--- src/scsbg_pkg.sv ---
package scsbg_pkg;
  localparam logic [7:0] CMC_OFF = 8'h00;
  localparam logic [7:0] TCL_OFF = 8'h04;
  localparam logic [7:0] TCH_OFF = 8'h08;
  localparam logic [7:0] MSC_OFF = 8'h0c;
  localparam logic [7:0] SIE_OFF = 8'h10;
  localparam logic [7:0] STA_OFF = 8'h14;
  localparam logic [7:0] CMC_RST = 8'h00;
  localparam logic [7:0] TC_RST = 8'h00;
  localparam logic [7:0] MSC_RST = 8'h00;
  localparam logic [7:0] SIE_RST = 8'h00;
  localparam int CMC_OSC = 7;
  localparam int CMC_RX = 5;
  localparam int CMC_TX = 3;
  localparam int CMC_PIN_OE = 2;
  localparam int CMC_PIN = 0;
  localparam int MSC_EN = 0;
  localparam int MSC_SRC = 1;
  localparam int SIE_ZC = 1;
  localparam int ST_ZC = 0;
  localparam int ST_HUNT = 1;
  localparam int ST_OSC = 2;
  localparam int ST_PIN_OE = 3;
  localparam int ST_RUN = 4;
  localparam logic [1:0] SRC_EXT = 2'h0;
  localparam logic [1:0] SRC_PIN = 2'h1;
  localparam logic [1:0] SRC_GEN = 2'h2;
  localparam logic [1:0] SRC_LOOP = 2'h3;
  localparam logic [1:0] OUT_OSC = 2'h0;
  localparam logic [1:0] OUT_TX = 2'h1;
  localparam logic [1:0] OUT_GEN = 2'h2;
  localparam logic [1:0] OUT_LOOP = 2'h3;
  localparam logic [15:0] CNT_ZERO = 16'h0000;
  localparam logic [15:0] CNT_ONE = 16'h0001;
  typedef struct packed {
    logic [15:0] tc;
    logic en;
  } scsbg_gen_cfg_t;
  typedef struct packed {
    logic run;
    logic zero;
    logic out;
  } scsbg_gen_st_t;
  typedef enum logic [2:0] {
    GS_OFF, GS_SYNC1, GS_SYNC2, GS_RELOAD, GS_COUNT
  } scsbg_gen_state_t;
endpackage : scsbg_pkg

--- src/scsbg_baud_gen.sv ---
`timescale 1ns/1ps
module scsbg_baud_gen (
  input wire logic mclk,
  input wire logic rst,
  input wire logic tick,
  input scsbg_pkg::scsbg_gen_cfg_t cfg,
  output scsbg_pkg::scsbg_gen_st_t st
);
  scsbg_pkg::scsbg_gen_state_t state_r;
  scsbg_pkg::scsbg_gen_state_t state_nxt;
  logic [15:0] cnt_r;
  logic [15:0] cnt_nxt;
  logic out_r;
  logic out_nxt;
  wire cnt_zero = (cnt_r == scsbg_pkg::CNT_ZERO);

  // Enable is sampled every mclk so a clear acts at once
  always_comb
  begin
    state_nxt = state_r;
    cnt_nxt = cnt_r;
    out_nxt = out_r;
    if (!cfg.en)
      state_nxt = scsbg_pkg::GS_OFF;
    else if (tick)
    begin
      case (state_r)
        scsbg_pkg::GS_OFF: state_nxt = scsbg_pkg::GS_SYNC1;
        scsbg_pkg::GS_SYNC1: state_nxt = scsbg_pkg::GS_SYNC2;
        scsbg_pkg::GS_SYNC2:
        begin
          out_nxt = 1'b1;
          state_nxt = scsbg_pkg::GS_RELOAD;
        end
        scsbg_pkg::GS_RELOAD:
        begin
          // Load tick plus zero tick give the +2 of the rate
          cnt_nxt = cfg.tc;
          state_nxt = scsbg_pkg::GS_COUNT;
        end
        scsbg_pkg::GS_COUNT:
        begin
          if (cnt_zero)
          begin
            out_nxt = !out_r;
            state_nxt = scsbg_pkg::GS_RELOAD;
          end
          else
            cnt_nxt = cnt_r - scsbg_pkg::CNT_ONE;
        end
        default: state_nxt = scsbg_pkg::GS_OFF;
      endcase
    end
  end

  always_ff @(posedge mclk or posedge rst)
  begin
    if (rst)
    begin
      state_r <= scsbg_pkg::GS_OFF;
      cnt_r <= scsbg_pkg::CNT_ZERO;
      out_r <= 1'b1;
    end
    else
    begin
      state_r <= state_nxt;
      cnt_r <= cnt_nxt;
      out_r <= out_nxt;
    end
  end

  wire running = (state_r == scsbg_pkg::GS_RELOAD) ||
    (state_r == scsbg_pkg::GS_COUNT);
  assign st.run = running;
  assign st.zero = (state_r == scsbg_pkg::GS_COUNT) && cnt_zero;
  assign st.out = out_r;

  property p_start_high;
    @(posedge mclk) disable iff (rst)
    (cfg.en && tick && state_r == scsbg_pkg::GS_SYNC2) |=>
      (out_r && state_r == scsbg_pkg::GS_RELOAD);
  endproperty
  a_start_high: assert property (p_start_high)
    else $error("Generator did not start high");

  property p_zero_toggle;
    @(posedge mclk) disable iff (rst)
    (cfg.en && tick && st.zero) |=> (out_r != $past(out_r));
  endproperty
  a_zero_toggle: assert property (p_zero_toggle)
    else $error("Output did not toggle at zero count");

  property p_stop_now;
    @(posedge mclk) disable iff (rst)
    !cfg.en |=> (state_r == scsbg_pkg::GS_OFF);
  endproperty
  a_stop_now: assert property (p_stop_now)
    else $error("Generator kept running after disable");

  property p_sync_delay;
    @(posedge mclk) disable iff (rst)
    (state_r == scsbg_pkg::GS_OFF && cfg.en && tick) |=>
      !running;
  endproperty
  a_sync_delay: assert property (p_sync_delay)
    else $error("Generator started without sync delay");
endmodule : scsbg_baud_gen

--- src/scsbg_top.sv ---
// Chosen here: register access over APB and the register addresses.
`timescale 1ns/1ps
module scsbg_top (
  input wire logic mclk,
  input wire logic rst,
  input wire logic psel,
  input wire logic penable,
  input wire logic pwrite,
  input wire logic [7:0] paddr,
  input wire logic [31:0] pwdata,
  output logic [31:0] prdata,
  output logic pready,
  output logic pslverr,
  input wire logic ext_clock_pin_in,
  input wire logic xtal_osc_in,
  output logic xtal_amp_en,
  input wire logic sync_pin_in,
  output logic sync_pin_out,
  output logic sync_pin_oe,
  input wire logic async_mode,
  input wire logic sync_pulse_req,
  input wire logic ext_sync_req,
  output logic ext_sync_active,
  output logic sync_hunt,
  input wire logic bidir_clock_pin_in,
  output logic bidir_clock_pin_out,
  output logic bidir_clock_pin_oe,
  input wire logic loop_tx_clk,
  input wire logic loop_rx_clk,
  output logic rx_clk,
  output logic tx_clk,
  output logic baud_out,
  output logic zero_count,
  output logic zero_count_status
);
  localparam int NREG = 6;

  function automatic logic [NREG-1:0] reg_dec(input logic [7:0] a);
    reg_dec = {a == scsbg_pkg::STA_OFF, a == scsbg_pkg::SIE_OFF,
      a == scsbg_pkg::MSC_OFF, a == scsbg_pkg::TCH_OFF,
      a == scsbg_pkg::TCL_OFF, a == scsbg_pkg::CMC_OFF};
  endfunction : reg_dec

  function automatic logic clk_mux(input logic [1:0] s,
    input logic ext, input logic pin, input logic gen,
    input logic lp);
    case (s)
      scsbg_pkg::SRC_EXT: clk_mux = ext;
      scsbg_pkg::SRC_PIN: clk_mux = pin;
      scsbg_pkg::SRC_GEN: clk_mux = gen;
      default: clk_mux = lp;
    endcase
  endfunction : clk_mux

  logic [7:0] cmc_r;
  logic [7:0] tcl_r;
  logic [7:0] tch_r;
  logic [7:0] msc_r;
  logic [7:0] sie_r;
  logic [31:0] prdata_r;
  logic rx_clk_r;
  logic tx_clk_r;
  logic pin_out_r;
  logic pin_oe_r;
  logic sync_oe_r;
  logic hunt_r;
  logic ext_sync_r;
  logic gen_src_prev_r;
  scsbg_pkg::scsbg_gen_cfg_t gen_cfg;
  scsbg_pkg::scsbg_gen_st_t gen_st;

  // APB decode: zero wait states, error on unmapped offsets
  wire [NREG-1:0] sel = reg_dec(paddr);
  wire hit = |sel;
  wire access = psel && penable;
  wire wr = access && pwrite && hit;
  wire [NREG-1:0] wsel = sel & {NREG{wr}};

  assign pready = 1'b1;
  assign pslverr = access && !hit;
  assign prdata = prdata_r;

  wire osc_en = cmc_r[scsbg_pkg::CMC_OSC];
  wire [1:0] rx_sel = cmc_r[scsbg_pkg::CMC_RX +: 2];
  wire [1:0] tx_sel = cmc_r[scsbg_pkg::CMC_TX +: 2];
  wire [1:0] pin_sel = cmc_r[scsbg_pkg::CMC_PIN +: 2];
  wire pin_req = cmc_r[scsbg_pkg::CMC_PIN_OE];

  // Crystal output stands in for the external pin wherever chosen
  wire ext_src = osc_en ? xtal_osc_in : ext_clock_pin_in;

  wire rx_nxt = clk_mux(rx_sel, ext_src, bidir_clock_pin_in,
    gen_st.out, loop_tx_clk);
  wire tx_nxt = clk_mux(tx_sel, ext_src, bidir_clock_pin_in,
    gen_st.out, loop_tx_clk);

  // A pin used as an input by either clock may never be driven
  wire pin_oe_nxt = pin_req && (rx_sel != scsbg_pkg::SRC_PIN) &&
    (tx_sel != scsbg_pkg::SRC_PIN);

  logic pin_out_nxt;
  always_comb
  begin
    case (pin_sel)
      scsbg_pkg::OUT_OSC: pin_out_nxt = osc_en ? xtal_osc_in : 1'b1;
      scsbg_pkg::OUT_TX: pin_out_nxt = tx_nxt;
      scsbg_pkg::OUT_GEN: pin_out_nxt = gen_st.out;
      default: pin_out_nxt = loop_rx_clk;
    endcase
  end

  // While the crystal runs the sync pin is not driven or used for external sync; hunt ignores it in async mode only
  wire sync_oe_nxt = !osc_en && !async_mode && !ext_sync_req &&
    sync_pulse_req;
  wire ext_sync_nxt = ext_sync_req && !osc_en;
  wire hunt_nxt = (osc_en && async_mode) ? 1'b0 : !sync_pin_in;

  // Generator clock: pin or crystal edges, or every bus clock
  wire gen_src_sel = msc_r[scsbg_pkg::MSC_SRC];
  wire gen_tick = gen_src_sel ? 1'b1 :
    (ext_src && !gen_src_prev_r);

  assign gen_cfg.tc = {tch_r, tcl_r};
  assign gen_cfg.en = msc_r[scsbg_pkg::MSC_EN];

  scsbg_baud_gen u_gen (
    .mclk(mclk),
    .rst(rst),
    .tick(gen_tick),
    .cfg(gen_cfg),
    .st(gen_st)
  );

  wire zc_ie = sie_r[scsbg_pkg::SIE_ZC];

  logic [31:0] status;
  always_comb
  begin
    status = 32'h0000_0000;
    status[scsbg_pkg::ST_ZC] = gen_st.zero && zc_ie;
    status[scsbg_pkg::ST_HUNT] = hunt_r;
    status[scsbg_pkg::ST_OSC] = osc_en;
    status[scsbg_pkg::ST_PIN_OE] = pin_oe_r;
    status[scsbg_pkg::ST_RUN] = gen_st.run;
  end

  wire [31:0] rd_mux =
    ({32{sel[0]}} & {24'h00_0000, cmc_r}) |
    ({32{sel[1]}} & {24'h00_0000, tcl_r}) |
    ({32{sel[2]}} & {24'h00_0000, tch_r}) |
    ({32{sel[3]}} & {24'h00_0000, msc_r}) |
    ({32{sel[4]}} & {24'h00_0000, sie_r}) |
    ({32{sel[5]}} & status);

  // Reset value of misc control selects the pin and stops the counter
  always_ff @(posedge mclk or posedge rst)
  begin
    if (rst)
    begin
      cmc_r <= scsbg_pkg::CMC_RST;
      tcl_r <= scsbg_pkg::TC_RST;
      tch_r <= scsbg_pkg::TC_RST;
      msc_r <= scsbg_pkg::MSC_RST;
      sie_r <= scsbg_pkg::SIE_RST;
    end
    else
    begin
      if (wsel[0])
        cmc_r <= pwdata[7:0];
      if (wsel[1])
        tcl_r <= pwdata[7:0];
      if (wsel[2])
        tch_r <= pwdata[7:0];
      if (wsel[3])
        msc_r <= pwdata[7:0];
      if (wsel[4])
        sie_r <= pwdata[7:0];
    end
  end

  // Read data is captured in the setup cycle so it stands in access
  always_ff @(posedge mclk or posedge rst)
  begin
    if (rst)
      prdata_r <= 32'h0000_0000;
    else if (psel && !penable)
      prdata_r <= rd_mux;
  end

  always_ff @(posedge mclk or posedge rst)
  begin
    if (rst)
    begin
      rx_clk_r <= 1'b0;
      tx_clk_r <= 1'b0;
      pin_out_r <= 1'b1;
      pin_oe_r <= 1'b0;
      sync_oe_r <= 1'b0;
      hunt_r <= 1'b0;
      ext_sync_r <= 1'b0;
      gen_src_prev_r <= 1'b0;
    end
    else
    begin
      rx_clk_r <= rx_nxt;
      tx_clk_r <= tx_nxt;
      pin_out_r <= pin_out_nxt;
      pin_oe_r <= pin_oe_nxt;
      sync_oe_r <= sync_oe_nxt;
      hunt_r <= hunt_nxt;
      ext_sync_r <= ext_sync_nxt;
      gen_src_prev_r <= ext_src;
    end
  end

  assign xtal_amp_en = osc_en;
  assign sync_pin_out = 1'b0;
  assign sync_pin_oe = sync_oe_r;
  assign ext_sync_active = ext_sync_r;
  assign sync_hunt = hunt_r;
  assign bidir_clock_pin_out = pin_out_r;
  assign bidir_clock_pin_oe = pin_oe_r;
  assign rx_clk = rx_clk_r;
  assign tx_clk = tx_clk_r;
  assign baud_out = gen_st.out;
  assign zero_count = gen_st.zero;
  // Status only reports zero count while its enable is set
  assign zero_count_status = gen_st.zero && zc_ie;

  property p_osc_write;
    @(posedge mclk) disable iff (rst)
    wsel[0] |=> (xtal_amp_en == $past(pwdata[scsbg_pkg::CMC_OSC]));
  endproperty
  a_osc_write: assert property (p_osc_write)
    else $error("Crystal enable did not follow write");

  property p_rx_xtal;
    @(posedge mclk) disable iff (rst)
    (osc_en && rx_sel == scsbg_pkg::SRC_EXT && !wsel[0]) |=>
      (rx_clk == $past(xtal_osc_in));
  endproperty
  a_rx_xtal: assert property (p_rx_xtal)
    else $error("Receive clock not from crystal");

  property p_no_sync;
    @(posedge mclk) disable iff (rst)
    osc_en |=> (!sync_pin_oe && !ext_sync_active);
  endproperty
  a_no_sync: assert property (p_no_sync)
    else $error("Sync pin used while crystal on");

  property p_hunt_zero;
    @(posedge mclk) disable iff (rst)
    (osc_en && async_mode) |=> !sync_hunt;
  endproperty
  a_hunt_zero: assert property (p_hunt_zero)
    else $error("Sync/hunt not forced low");

  property p_rx_gen;
    @(posedge mclk) disable iff (rst)
    (rx_sel == scsbg_pkg::SRC_GEN && !wsel[0]) |=>
      (rx_clk == $past(baud_out));
  endproperty
  a_rx_gen: assert property (p_rx_gen)
    else $error("Receive clock not from generator");

  property p_tx_loop;
    @(posedge mclk) disable iff (rst)
    (tx_sel == scsbg_pkg::SRC_LOOP && !wsel[0]) |=>
      (tx_clk == $past(loop_tx_clk));
  endproperty
  a_tx_loop: assert property (p_tx_loop)
    else $error("Transmit clock not from loop");

  property p_pin_input;
    @(posedge mclk) disable iff (rst)
    (rx_sel == scsbg_pkg::SRC_PIN || tx_sel == scsbg_pkg::SRC_PIN ||
      !pin_req) |=> !bidir_clock_pin_oe;
  endproperty
  a_pin_input: assert property (p_pin_input)
    else $error("Bidir pin driven while in use");

  property p_pin_high;
    @(posedge mclk) disable iff (rst)
    (pin_sel == scsbg_pkg::OUT_OSC && !osc_en) |=>
      bidir_clock_pin_out;
  endproperty
  a_pin_high: assert property (p_pin_high)
    else $error("Bidir pin not high with crystal off");

  property p_pin_gen;
    @(posedge mclk) disable iff (rst)
    (pin_sel == scsbg_pkg::OUT_GEN) |=>
      (bidir_clock_pin_out == $past(baud_out));
  endproperty
  a_pin_gen: assert property (p_pin_gen)
    else $error("Bidir pin not showing generator");

  property p_zc_gate;
    @(posedge mclk) disable iff (rst)
    zero_count_status |-> (zero_count && zc_ie);
  endproperty
  a_zc_gate: assert property (p_zc_gate)
    else $error("Zero count status without cause");

  property p_tx_xtal;
    @(posedge mclk) disable iff (rst)
    (osc_en && tx_sel == scsbg_pkg::SRC_EXT && !wsel[0]) |=>
      (tx_clk == $past(xtal_osc_in));
  endproperty
  a_tx_xtal: assert property (p_tx_xtal)
    else $error("Transmit clock not from crystal");

  property p_rx_ext;
    @(posedge mclk) disable iff (rst)
    (!osc_en && rx_sel == scsbg_pkg::SRC_EXT && !wsel[0]) |=>
      (rx_clk == $past(ext_clock_pin_in));
  endproperty
  a_rx_ext: assert property (p_rx_ext)
    else $error("Receive clock not from external pin");

  property p_pin_loop;
    @(posedge mclk) disable iff (rst)
    (pin_sel == scsbg_pkg::OUT_LOOP) |=>
      (bidir_clock_pin_out == $past(loop_rx_clk));
  endproperty
  a_pin_loop: assert property (p_pin_loop)
    else $error("Bidir pin not showing loop receive clock");

  property p_pin_drive;
    @(posedge mclk) disable iff (rst)
    (pin_req && rx_sel != scsbg_pkg::SRC_PIN &&
      tx_sel != scsbg_pkg::SRC_PIN) |=> bidir_clock_pin_oe;
  endproperty
  a_pin_drive: assert property (p_pin_drive)
    else $error("Bidir pin not driven when free");

  property p_hunt_pin;
    @(posedge mclk) disable iff (rst)
    !(osc_en && async_mode) |=>
      (sync_hunt == !$past(sync_pin_in));
  endproperty
  a_hunt_pin: assert property (p_hunt_pin)
    else $error("Sync/hunt not following sync pin");

  property p_wr_tc;
    @(posedge mclk) disable iff (rst)
    wsel[1] |=> (gen_cfg.tc[7:0] == $past(pwdata[7:0]));
  endproperty
  a_wr_tc: assert property (p_wr_tc)
    else $error("Low constant byte did not follow write");
endmodule : scsbg_top

--- config.mk ---
export PLATFORM = sky130hd
export DESIGN_NAME = scsbg_top
export DESIGN_NICKNAME = d
export VERILOG_FILES = /design/src/scsbg_pkg.sv /design/src/scsbg_baud_gen.sv /design/src/scsbg_top.sv
export SDC_FILE = /design/constraint.sdc
export NUM_CORES = 1
export LEC_CHECK = 0
export BUFFER_PORTS_ARGS = -buffer_cell sky130_fd_sc_hd__buf_2
export CAP_MARGIN = 5
export CORE_MARGIN = 2
export CORE_UTILIZATION = 54
export CTS_CLUSTER_DIAMETER = 120
export DETAILED_ROUTE_END_ITERATION = 16
export PLACE_DENSITY_LB_ADDON = 0.25
export SLEW_MARGIN = 15
export SYNTH_ARGS = -nofsm -noshare
export SYNTH_HDL_FRONTEND = slang
export SYNTH_SLANG_ARGS = --single-unit
--- constraint.sdc ---
create_clock -name mclk -period 2.5 [get_ports mclk]
set_input_delay 0.125 -clock mclk [delete_from_list [all_inputs] [get_ports mclk]]
set_output_delay 0.125 -clock mclk [all_outputs]
set_load 0.02 [all_outputs]
# After elaboration in Yosys (flattened, before gate mapping)
# Index checks and enable logic that the tools add are counted.
[op_classes]
addsub = 1
eq_ne = 21
mux = 15
n_bitwise = 12
reduce_logical = 36
[ops]
columns = ["op", "n"]
rows = [
  ["AND 32 x 8 -> 32 bit", 5],
  ["bitwise OR 32 bit", 5],
  ["AND 32 x 5 -> 32 bit", 1],
  ["case mux 16 bit (2 select lines)", 1],
  ["== test 8 x 4 -> 1 bit (second input constant)", 2],
  ["== test 8 x 5 -> 1 bit (second input constant)", 2],
  ["logical NOT 16 bit", 1],
  ["2-to-1 mux 16 bit", 1],
  ["subtractor 16 x 1 -> 16 bit (second input constant)", 1],
  ["logical AND 1 bit", 15],
  ["case mux 3 bit (5 select lines)", 1],
  ["2-to-1 mux 3 bit", 3],
  ["case mux 1 bit (3 select lines)", 3],
  ["== test 8 x 3 -> 1 bit (second input constant)", 1],
  ["logical NOT 1 bit", 8],
  ["logical NOT 8 bit", 1],
  ["!= test 2 x 1 -> 1 bit (second input constant)", 4],
  ["AND reduction 4 bit", 2],
  ["== test 2 x 1 -> 1 bit (second input constant)", 3],
  ["== test 2 bit (second input constant)", 3],
  ["== test 3 x 2 -> 1 bit (second input constant)", 2],
  ["logical NOT 2 bit", 3],
  ["OR reduction 6 bit", 1],
  ["AND 5 bit", 1],
  ["other kinds (10)", 15],
]
[word_totals]
reg_bits = 100
input_bits = 54
output_inout_bits = 46
word_cells = 102

# Longest topological paths before layout
# Gate-level depths: netlist of the first run.
[logic_depth]
word_depth = 7
depth_mapped = 10
depth_no_buf = 7

# By module
# Synthesis of the first run repeated with hierarchy kept, for this count alone.
[hier_totals]
cells_unflattened = 391
hier_area_um2 = 4179.0
[by_module_without_submodules]
columns = ["mod", "n_inst", "cells_each", "area_per_inst_um2", "seq_area_each_um2"]
rows = [
  ["scsbg_top", 1, 217, 2775.2, 1402.6],
  ["scsbg_baud_gen", 1, 174, 1403.8, 501.7],
]

# Worst setup path after synthesis of the first run
# Ideal clock, no wire load.
[synth_timing]
path_type = "register to register"
from = "register u_gen.cnt_r[0]"
to = "register u_gen.cnt_r[12]"
setup_ns = 0.121
arrival_ns = 2.110
t_required_ns = 2.379
slack_ns = 0.269
path_stages_with_launch = 9
path_buffers = 1
period_less_slack_ns = 2.231
cell_sequence = "dfrtp_1 clkbuf_1 inv_1 ha_1 or4b_1 or3_4 nor3_1 a31oi_1 o22a_1"
[synth_via]
elab_chain_cells = 3
word_cells_on_any_way = 6
classes_between = "add/sub: 1; eq/ne: 1; mux: 2; reduce/logical: 2"
[synth_rtl]
columns = ["item", "line", "rtl"]
rows = [
  ["start: declaration", "scsbg_baud_gen.sv:11", "logic [15:0] cnt_r;"],
  ["start signal: assignment", "scsbg_baud_gen.sv:61", "cnt_r <= scsbg_pkg::CNT_ZERO;"],
  ["start signal: assignment", "scsbg_baud_gen.sv:67", "cnt_r <= cnt_nxt;"],
  ["subtractor 16 x 1 -> 16 bit / logical NOT 16 bit (equally long branches)", "scsbg_baud_gen.sv:49, scsbg_baud_gen.sv:15", ""],
  ["2-to-1 mux 16 bit / != test 2 bit (equally long branches)", "n/a", ""],
  ["case mux 16 bit (2 select lines) / AND reduction 4 bit (equally long branches)", "n/a", ""],
]
# Parallel ways exist; a longest one is shown, timed or not. The select of a mux whose other input is x is not followed.
# A chain may end at the register's enable or synchronous reset.

# Worst setup path after layout of the first run
[layout_timing]
from = "register u_gen.cnt_r[11]"
to = "output zero_count"
[layout_via]
elab_chain_cells = 2
[layout_rtl]
columns = ["item", "line", "rtl"]
rows = [
  ["logical NOT 16 bit", "scsbg_baud_gen.sv:15", "wire cnt_zero = (cnt_r == scsbg_pkg::CNT_ZERO);"],
  ["logical AND 1 bit", "scsbg_baud_gen.sv:75", "assign st.zero = (state_r == scsbg_pkg::GS_COUNT) && cnt_zero;"],
  ["end: declaration", "scsbg_top.sv:33", "output logic zero_count,"],
]
# No other way between the ends.

==> results of run 1 <==
worst max-delay path: stages, from the launching register on:
cell     delay (ps)
dfrtp_1         440
or4_4           590
nor4_4          360
nand2_1         180
nor2_1          140
buf_2           180
state kept, by name, summed over array words and instances (netlist names):
name / cells
bidir_clock_pin_oe: 1
gen_src_prev_r: 1
msc_r: 8
prdata: 8
sync_pin_oe: 1
bidir_clock_pin_out: 1
u_gen.cnt_r: 16
tch_r: 8
sync_hunt: 1
u_gen.out_r: 1
tcl_r: 8
cmc_r: 8
u_gen.state_r: 3
rx_clk: 1
sie_r: 8
ext_sync_active: 1
tx_clk: 1
layer usage:
layer  wire length, µm  global-route usage, %
met5                 0                      0
met4               181                   8.46
met3               600                   7.76
met2              4690                   39.3
met1              4000                   30.7
area by class of cell:
cell class	count	share of cell area (%)
multi-input combinational	283	42.7
inverter	9	0.736
timing repair buffer	64	8.34
sequential	76	41.5
clock inverter	7	1.36
tap	99	2.70
clock buffer	9	2.70
placed cells by master (no fill, tap or decap), types with 2 or more instances in the layout:
cell type      synthesis  layout
nor2_1                37      37
a21o_1                 3       3
buf_2                  1      49
mux2i_1               15      15
inv_1                  9       8
a31oi_1                6       6
nand2b_1               2       2
mux2_2                39      39
a21oi_1               27      27
o21ai_0               27      27
nand3_1                8       8
nor2b_1                7       7
a22oi_1                4       4
dfrtp_1               74      74
conb_1                 2      26
and3_1                 2       2
nand4_1                2       2
or2_2                  2       2
o21a_1                 4       4
nor3_1                14      13
dlygate4sd3_1          0       5
o22ai_1                2       2
and2_1                 3       3
mux4_2                 6       6
o22a_1                 4       4
a41oi_1                2       2
or3_1                  2       2
inv_6                  0       4
clkbuf_8               0       9
buf_4                 27       9
dfstp_2                2       2
nand2_1               16      16
where the power goes:
group	internal, mW	leakage (nW)	switching, mW
clock network	0.383	0.0931	0.527
logic	0.0763	1.12	0.155
registers	1.26	1.01	0.0164
total	1.72	2.22	0.698
through the flow:
step | cell area, µm² | setup WS (ps) | total power, mW | instances
global route | 4590 | 6.49 | 2.52 | 547
global placement | 4340 | 242 | 1.52 | 526
finish | 4590 | 125 | 2.41 | 547
floorplan | 4150 | 269 | 1.47 | 410
CTS | 4580 | 24.0 | 2.43 | 547
detailed placement | 4340 | 162 | 1.52 | 526
kinds of logic (layout without fill, tap and decap cells):
group                    after synthesis  count (layout)  share of synthesized area [%]
other                                  2              26                          0.185
flip-flops                            76              76                           46.9
buffers and inverters                 51              89                           7.43
adder cells (fa/ha/maj)                1               1                          0.308
multiplexers                          60              60                           17.9
AO/OA/AOI/OAI                         90              90                           13.7
AND/OR/NAND/NOR                      106             106                           13.6
final timing paths:
path | cells after the start | slack [ps] | startpoint | endpoint
worst min-delay path | 2 | 10 | ext_sync_req | ext_sync_active
worst min register to register | 1 | 490 | prdata[7] | prdata[7]
min in group asynchronous | 4 | 390 | rst | u_gen.cnt_r[11]
max in group asynchronous | 4 | 1760 | rst | bidir_clock_pin_out
worst max register to register | 7 | 190 | u_gen.cnt_r[1] | u_gen.cnt_r[12]
worst max-delay path | 5 | 130 | u_gen.cnt_r[11] | zero_count
what timing repair did:
action / 4_1_cts / 5_1_grt
setup endpoints to repair: 1 / 2
hold buffers: 5 / 0
endpoints found under the hold margin: 76 / 0
pin swaps: 0 / 0
resized for setup: 1 / 2
==> flow_summary.yaml, run 1 <==
place:
  routabilityCongestion: 0.841
  dpl.hpwl_um: 6600
  portBuffers: 49
timing:
  tightest_slew_ps: 613
  skew_ps: 8.59
  setup_violations: 0
  finalMaxSlewViolations: 0
  finalCriticalPeriod_ps: 2370
  fmax_mhz: 421
  fin_crit_sh_pct: 95.0
  fin_hold_ws_ps: 10.4
  slew_headroom_pct: 58.8
  fin_tns_setup_ps: 0
  rsz0062_at_grt: "no"
  finalHoldViolations: 0
finish:
  post-route-util_pct: 63.3
  regArea_um2: 1900
  drive_above_1_share_pct: 30.1
  antennaDiodeCount: 0
  nets: 498
  multi_input_area_um2: 1960
  area_growth_syn_to_layout_pct: 13.1
  nFillCells: 592
critical_path:
  startpoint_type: "flip-flop"
  arrival_ps: 2250
  cp-end-kind: "output pin"
  required_ps: 2380
  critPathMaxFanout: 5
  critPathKind: "flip-flop to output pin"
cts:
  cts_tree: "done"
  clock_sinks: 76
  clk_pin_slew_ps: 90
  numCtsBuffers: 9
  clkLatencyLatePin_ps: 370
  postCtsSetupRepairBufs: 0
  htree_levels: 3
  cts_buffer_depth: 2
  root_buffer: "clkbuf_8"
floorplan:
  num_rows: 31
  initial_core_util_pct: 55.9
  io_pins: 100
  die_width_um: 90.7
  core_area_um2: 7250
  die_area_um2: 8220
  die_y_um: 90.7
routing:
  wl_per_cell_um: 17.3
  routed_wl_um: 9480
  drtIter0Drc: 220
  via_per_inst: 5.70
  drc: 0
  vias: 3120
  ant_nets: 0
  dr.pass1.iters: 5
global_routing:
  grt_pass1_vias: 3095
  grt_max_degree: 77
  antenna_found_initial: 0
  overflow: 0
  grt_use_total_pct: 24.3
  grt_pass1_wl_um: 15300
logic_synthesis:
  yosysTopAreaCell: "dfrtp_1"
  synth_commonest_cells: "dfrtp_1, mux2_2, nor2_1"
  synth.most_common_cell: "dfrtp_1"
  synth.avg_cell_area_um2: 10.5
  yosysWarnings: 0
  syn-cell-area_um2: 4060
  synth_ff_type: "dfrtp_1"
  synth.distinct_cells: 55
  async_flop_share_pct: 100
  synth_top_area_share_pct: 45.6
  syn_inst: 386
  synth-seq-cells: 76
  yosys-top-cells-area: "dfrtp_1, mux2_2, buf_4"
  ys_seq_area_share_pct: 46.9
  synth_edf_count: 0
power_and_ir_drop:
  ir_drop_uv: 401
  leakage_nw: 2.22
  power_density_nw_per_um2: 526
job:
  maxCapViolations: 0
min_path:
  hold_path_class: "primary input to flip-flop"
run_status:
  outcome: "complete, no violations"
Power figures use the tool's default switching activity.
==> run 2: changes to the inputs <==
--- a/config.mk
+++ b/config.mk
@@ -11,8 +11,8 @@
 export CORE_UTILIZATION = 54
 export CTS_CLUSTER_DIAMETER = 120
 export DETAILED_ROUTE_END_ITERATION = 16
-export PLACE_DENSITY_LB_ADDON = 0.25
-export SLEW_MARGIN = 15
+export PLACE_DENSITY = 0.92
+export SLEW_MARGIN = 40
 export SYNTH_ARGS = -nofsm -noshare
 export SYNTH_HDL_FRONTEND = slang
 export SYNTH_SLANG_ARGS = --single-unit
==> constraint.sdc (replaced) <==
create_clock -name mclk -period 2.6 [get_ports mclk]
set_input_delay 0.13 -clock mclk [delete_from_list [all_inputs] [get_ports mclk]]
set_output_delay 0.13 -clock mclk [all_outputs]
set_load 0.02 [all_outputs]
==> flow_summary.yaml, run 2 (same netlist as run 1, synthesis figures left out) <==
routing:
  wl_per_cell_um: 18.8
  dr.pass1.iters: 5
  routed_wl_um: 10300
  vias: 3394
  via_per_inst: 6.20
  drc: 0
  ant_nets: 0
  drtIter0Drc: 413
place:
  place_inst: 526
  portBuffers: 49
  dpl.hpwl_um: 6860
  pre_cts_slack_ps: 257
  routabilityCongestion: 0.869
power_and_ir_drop:
  ir_drop_uv: 311
  leakage_nw: 2.26
  power_density_nw_per_um2: 571
  p_total_mw: 2.67
global_routing:
  grt_use_total_pct: 25.3
  overflow: 0
  grt_pass1_wl_um: 16500
  grt_max_degree: 77
  antenna_found_initial: 0
  grt_pass1_vias: 3382
timing:
  skew_ps: 11.7
  fmax_mhz: 409
  slew_headroom_pct: 56.1
  finalCriticalPeriod_ps: 2450
  fin_tns_setup_ps: 0
  setup_ws_ps: 152
  fin_crit_sh_pct: 94.1
  tightest_slew_ps: 653
  setup_violations: 0
  rsz0062_at_grt: "no"
  finalHoldViolations: 0
  fin_hold_ws_ps: 64.6
  finalMaxSlewViolations: 0
critical_path:
  reg2reg_slack_ps: 280
  arrival_ps: 2320
  cp-end-kind: "output pin"
  critPathMaxFanout: 6
  required_ps: 2470
  startpoint_type: "flip-flop"
  critPathKind: "flip-flop to output pin"
floorplan:
  num_rows: 31
  core_area_um2: 7250
  io_pins: 100
  die_y_um: 90.7
  initial_core_util_pct: 55.9
  die_width_um: 90.7
  die_area_um2: 8220
finish:
  antennaDiodeCount: 0
  nFillCells: 522
  area_growth_syn_to_layout_pct: 15.0
  fin_cells: 547
  top_register: "u_gen.cnt_r"
  nets: 498
  largest_reg_flops: 16
  final_common_cell: "dfrtp_1"
  final_cell_mix: "dfrtp_1, buf_2, mux2_2, nor2_1"
  drive_above_1_share_pct: 30.1
job:
  maxCapViolations: 0
cts:
  clock_sinks: 76
  numCtsBuffers: 9
  postCtsSetupRepairBufs: 0
  cts_buffer_depth: 2
  clkLatencyLatePin_ps: 360
  clk_pin_slew_ps: 90
  cts_tree: "done"
  root_buffer: "clkbuf_8"
  htree_levels: 3
min_path:
  hold_path_class: "primary input to flip-flop"
run_status:
  outcome: "complete, no violations"
run 2: through the flow:
step | area (µm²) | utilization [%]
after floorplan | 4150 | -
after global placement | 4340 | 59.8
after detailed placement | 4340 | 59.8
after CTS | 4660 | 64.2
after global routing | 4670 | 64.3
final | 4670 | 64.3
run 2: what timing repair did:
action	in CTS	in global routing
gates resized for setup	0	2
endpoints found under the setup margin	0	1
endpoints found under the hold margin	76	0
hold buffers	5	0
run 2: worst paths after layout:
kind / startpoint / endpoint / depth (start not counted)
min in group asynchronous: rst / tch_r[6] / 4
worst min register to register: sie_r[0] / sie_r[0] / 1
worst max register to register: u_gen.cnt_r[1] / u_gen.cnt_r[5] / 7
worst max-delay path: u_gen.cnt_r[1] / zero_count_status / 6
worst min-delay path: pwdata[2] / msc_r[2] / 2
max in group asynchronous: rst / u_gen.out_r / 4
run 2: layout make-up:
| class | instances | area, µm² | share of cell area (%) |
|---|---|---|---|
| Tap cell | 99 | 124 | 2.65 |
| Multi-Input combinational cell | 283 | 1950 | 41.8 |
| Clock inverter | 7 | 146 | 3.14 |
| Timing Repair Buffer | 64 | 383 | 8.21 |
| Sequential cell | 76 | 1900 | 40.8 |
| Clock buffer | 9 | 124 | 2.65 |
| Inverter | 9 | 33.8 | 0.724 |
run 2: where the power goes:
part / internal [mW] / switching, mW / total [mW]
logic: 0.0732 / 0.155 / 0.228
clock network: 0.743 / 0.468 / 1.21
registers: 1.21 / 0.0183 / 1.23
run 2: per-layer routing:
layer / vias to the layer above / wire length [µm] / track usage, %
li1: 1458 / - / -
met1: 1660 / 3980 / 30.9
met4: 0 / 374 / 10.4
met3: 43 / 788 / 6.09
met5: - / 0 / 0
met2: 233 / 5120 / 43.0
run 2: critical path, cell delays in order (launching register included):
cell,delay (ps)
dfrtp_1,460
inv_1,80
ha_1,220
or4b_4,540
nor3_2,210
and3_1,260
buf_2,190
==> run 3: changes to the inputs <==
--- a/config.mk
+++ b/config.mk
@@ -12,6 +12,7 @@
 export CTS_CLUSTER_DIAMETER = 120
 export DETAILED_ROUTE_END_ITERATION = 16
 export PLACE_DENSITY = 0.92
+export RECOVER_POWER = 25
 export SLEW_MARGIN = 40
 export SYNTH_ARGS = -nofsm -noshare
 export SYNTH_HDL_FRONTEND = slang
==> flow_summary.yaml, run 3 (same netlist as run 1, synthesis figures left out) <==
cts:
  clk_pin_slew_ps: 90
  clock_sinks: 76
  numCtsBuffers: 9
  cts_tree: "done"
  clkLatencyLatePin_ps: 360
  htree_levels: 3
  cts_buffer_depth: 2
  root_buffer: "clkbuf_8"
power_and_ir_drop:
  clockPowerShare_pct: 45.5
  leakage_nw: 2.26
  ir_drop_uv: 309
  sw_frac_of_total_pct: 24.1
  power_density_nw_per_um2: 572
  combPwrFrac_pct: 8.4
  p_seq_share_pct: 46.1
  p_switching_mw: 0.640
  p_int_mw: 2.02
  p_total_mw: 2.66
timing:
  fin_tns_setup_ps: 0
  skew_ps: 10.6
  finalCriticalPeriod_ps: 2440
  fmax_mhz: 410
  fin_hold_ws_ps: 66.5
  finalMaxSlewViolations: 77
  setup_ws_ps: 159
  fin_crit_sh_pct: 93.9
  finalHoldViolations: 0
  tightest_slew_ps: 1870
  slew_headroom_pct: -24.6
  rsz0062_at_grt: "no"
  setup_violations: 0
critical_path:
  required_ps: 2470
  critPathKind: "flip-flop to output pin"
  rr_startpoint: "u_gen.cnt_r[1]"
  startpoint_type: "flip-flop"
  cp_slowest_cell: "or4b_4"
  slowest_delay_ps: 540
  arrival_ps: 2310
  critPathMaxFanout: 6
  rr_worst_depth: 7
  cp-end-kind: "output pin"
  reg2reg_slack_ps: 280
  timing.rr.end: "u_gen.cnt_r[12]"
  crit_chain: "inv_1 > ha_1 > or4b_4 > nor3_2 > and3_1 > buf_2"
run_status:
  violations: "capacitance limit, slew limit"
  outcome: "complete, but fails checks"
routing:
  drtIter0Drc: 413
  vias: 3389
  wl_per_cell_um: 18.8
  routed_wl_um: 10300
  drc: 0
  ant_nets: 0
  via_per_inst: 6.20
  dr.pass1.iters: 7
finish:
  fin_cells: 547
  final_common_cell: "dfrtp_1"
  drive_above_1_share_pct: 29.9
  antennaDiodeCount: 0
  top_register: "u_gen.cnt_r"
  largest_reg_flops: 16
  nets: 498
  area_growth_syn_to_layout_pct: 14.6
  final_cell_mix: "dfrtp_1, buf_2, mux2_2, nor2_1"
global_routing:
  grt_pass1_wl_um: 16500
  grt_pass1_vias: 3382
  antenna_found_initial: 0
  overflow: 0
  grt_use_total_pct: 25.3
  grt_max_degree: 77
place:
  routabilityCongestion: 0.869
  dpl.hpwl_um: 6860
  place_inst: 526
  pre_cts_slack_ps: 257
  portBuffers: 49
min_path:
  min_path_cells: 2
  hold_path_class: "primary input to flip-flop"
  min_to: "msc_r[2]"
  hold_path.startpoint: "pwdata[2]"
floorplan:
  num_rows: 31
  die_y_um: 90.7
  die_width_um: 90.7
  die_area_um2: 8220
  io_pins: 100
  core_area_um2: 7250
  initial_core_util_pct: 55.9
job:
  maxCapViolations: 1
run 3: what timing repair did:
action / CTS / global route
gates resized for setup: 0 / 2
hold buffers: 5 / 0
setup buffers: 0 / 0
endpoints found under the hold margin: 76 / 0
endpoints found under the setup margin: 0 / 1
run 3: how the worst max path moves through the flow:
stage	startpoint	endpoint	slack, ps
after floorplan	u_gen.cnt_r[0]	u_gen.cnt_r[12]	370
after global placement	u_gen.cnt_r[1]	u_gen.cnt_r[12]	330
after detailed placement	u_gen.cnt_r[1]	u_gen.cnt_r[12]	260
after CTS	u_gen.cnt_r[1]	zero_count_status	50
after global routing	u_gen.cnt_r[1]	zero_count_status	70
final	u_gen.cnt_r[1]	zero_count_status	160
run 3: critical path: cells and delay by family (launching register included):
| family | cells | cell delay (ps) |
|---|---|---|
| adder cells (fa/ha/maj) | 1 | 220 |
| flip-flops | 1 | 450 |
| AND/OR/NAND/NOR | 3 | 1000 |
| buffers and inverters | 2 | 270 |
run 3: through the flow:
| stage | utilization [%] | cell area (µm²) |
|---|---|---|
| 2_1_floorplan | - | 4150 |
| 3_3_place_gp | 59.8 | 4340 |
| 3_5_place_dp | 59.8 | 4340 |
| 4_1_cts | 64.2 | 4660 |
| 5_1_grt | 64.1 | 4650 |
| 6_report | 64.1 | 4650 |
run 3: metal layers:
metal	share of wire, %	global-route usage (%)	wire length, µm	vias up
li1	-	-	-	1458
met1	38	30.9	3940	1655
met2	50	43.0	5150	238
met3	8.2	6.09	848	38
met4	3.3	10.4	343	0
met5	0	0	0	-
run 3: power by group through the flow:
stage                     Sequential, mW  Combinational, mW  Clock [mW]
after CTS                           1.23              0.226        1.21
after global placement              1.25              0.210           0
after detailed placement            1.25              0.218           0
after floorplan                     1.27              0.146           0
final                               1.23              0.225        1.21
after global routing                1.23              0.242        1.26
run 3: area by class of cell:
cell class	count	area, µm²
fillers	524	2600
multi-input cells	283	1950
flip-flops and latches	76	1900
repair buffers	64	368
clock inverters	7	146
clock buffers	9	124
well taps	99	124
inverters	9	33.8
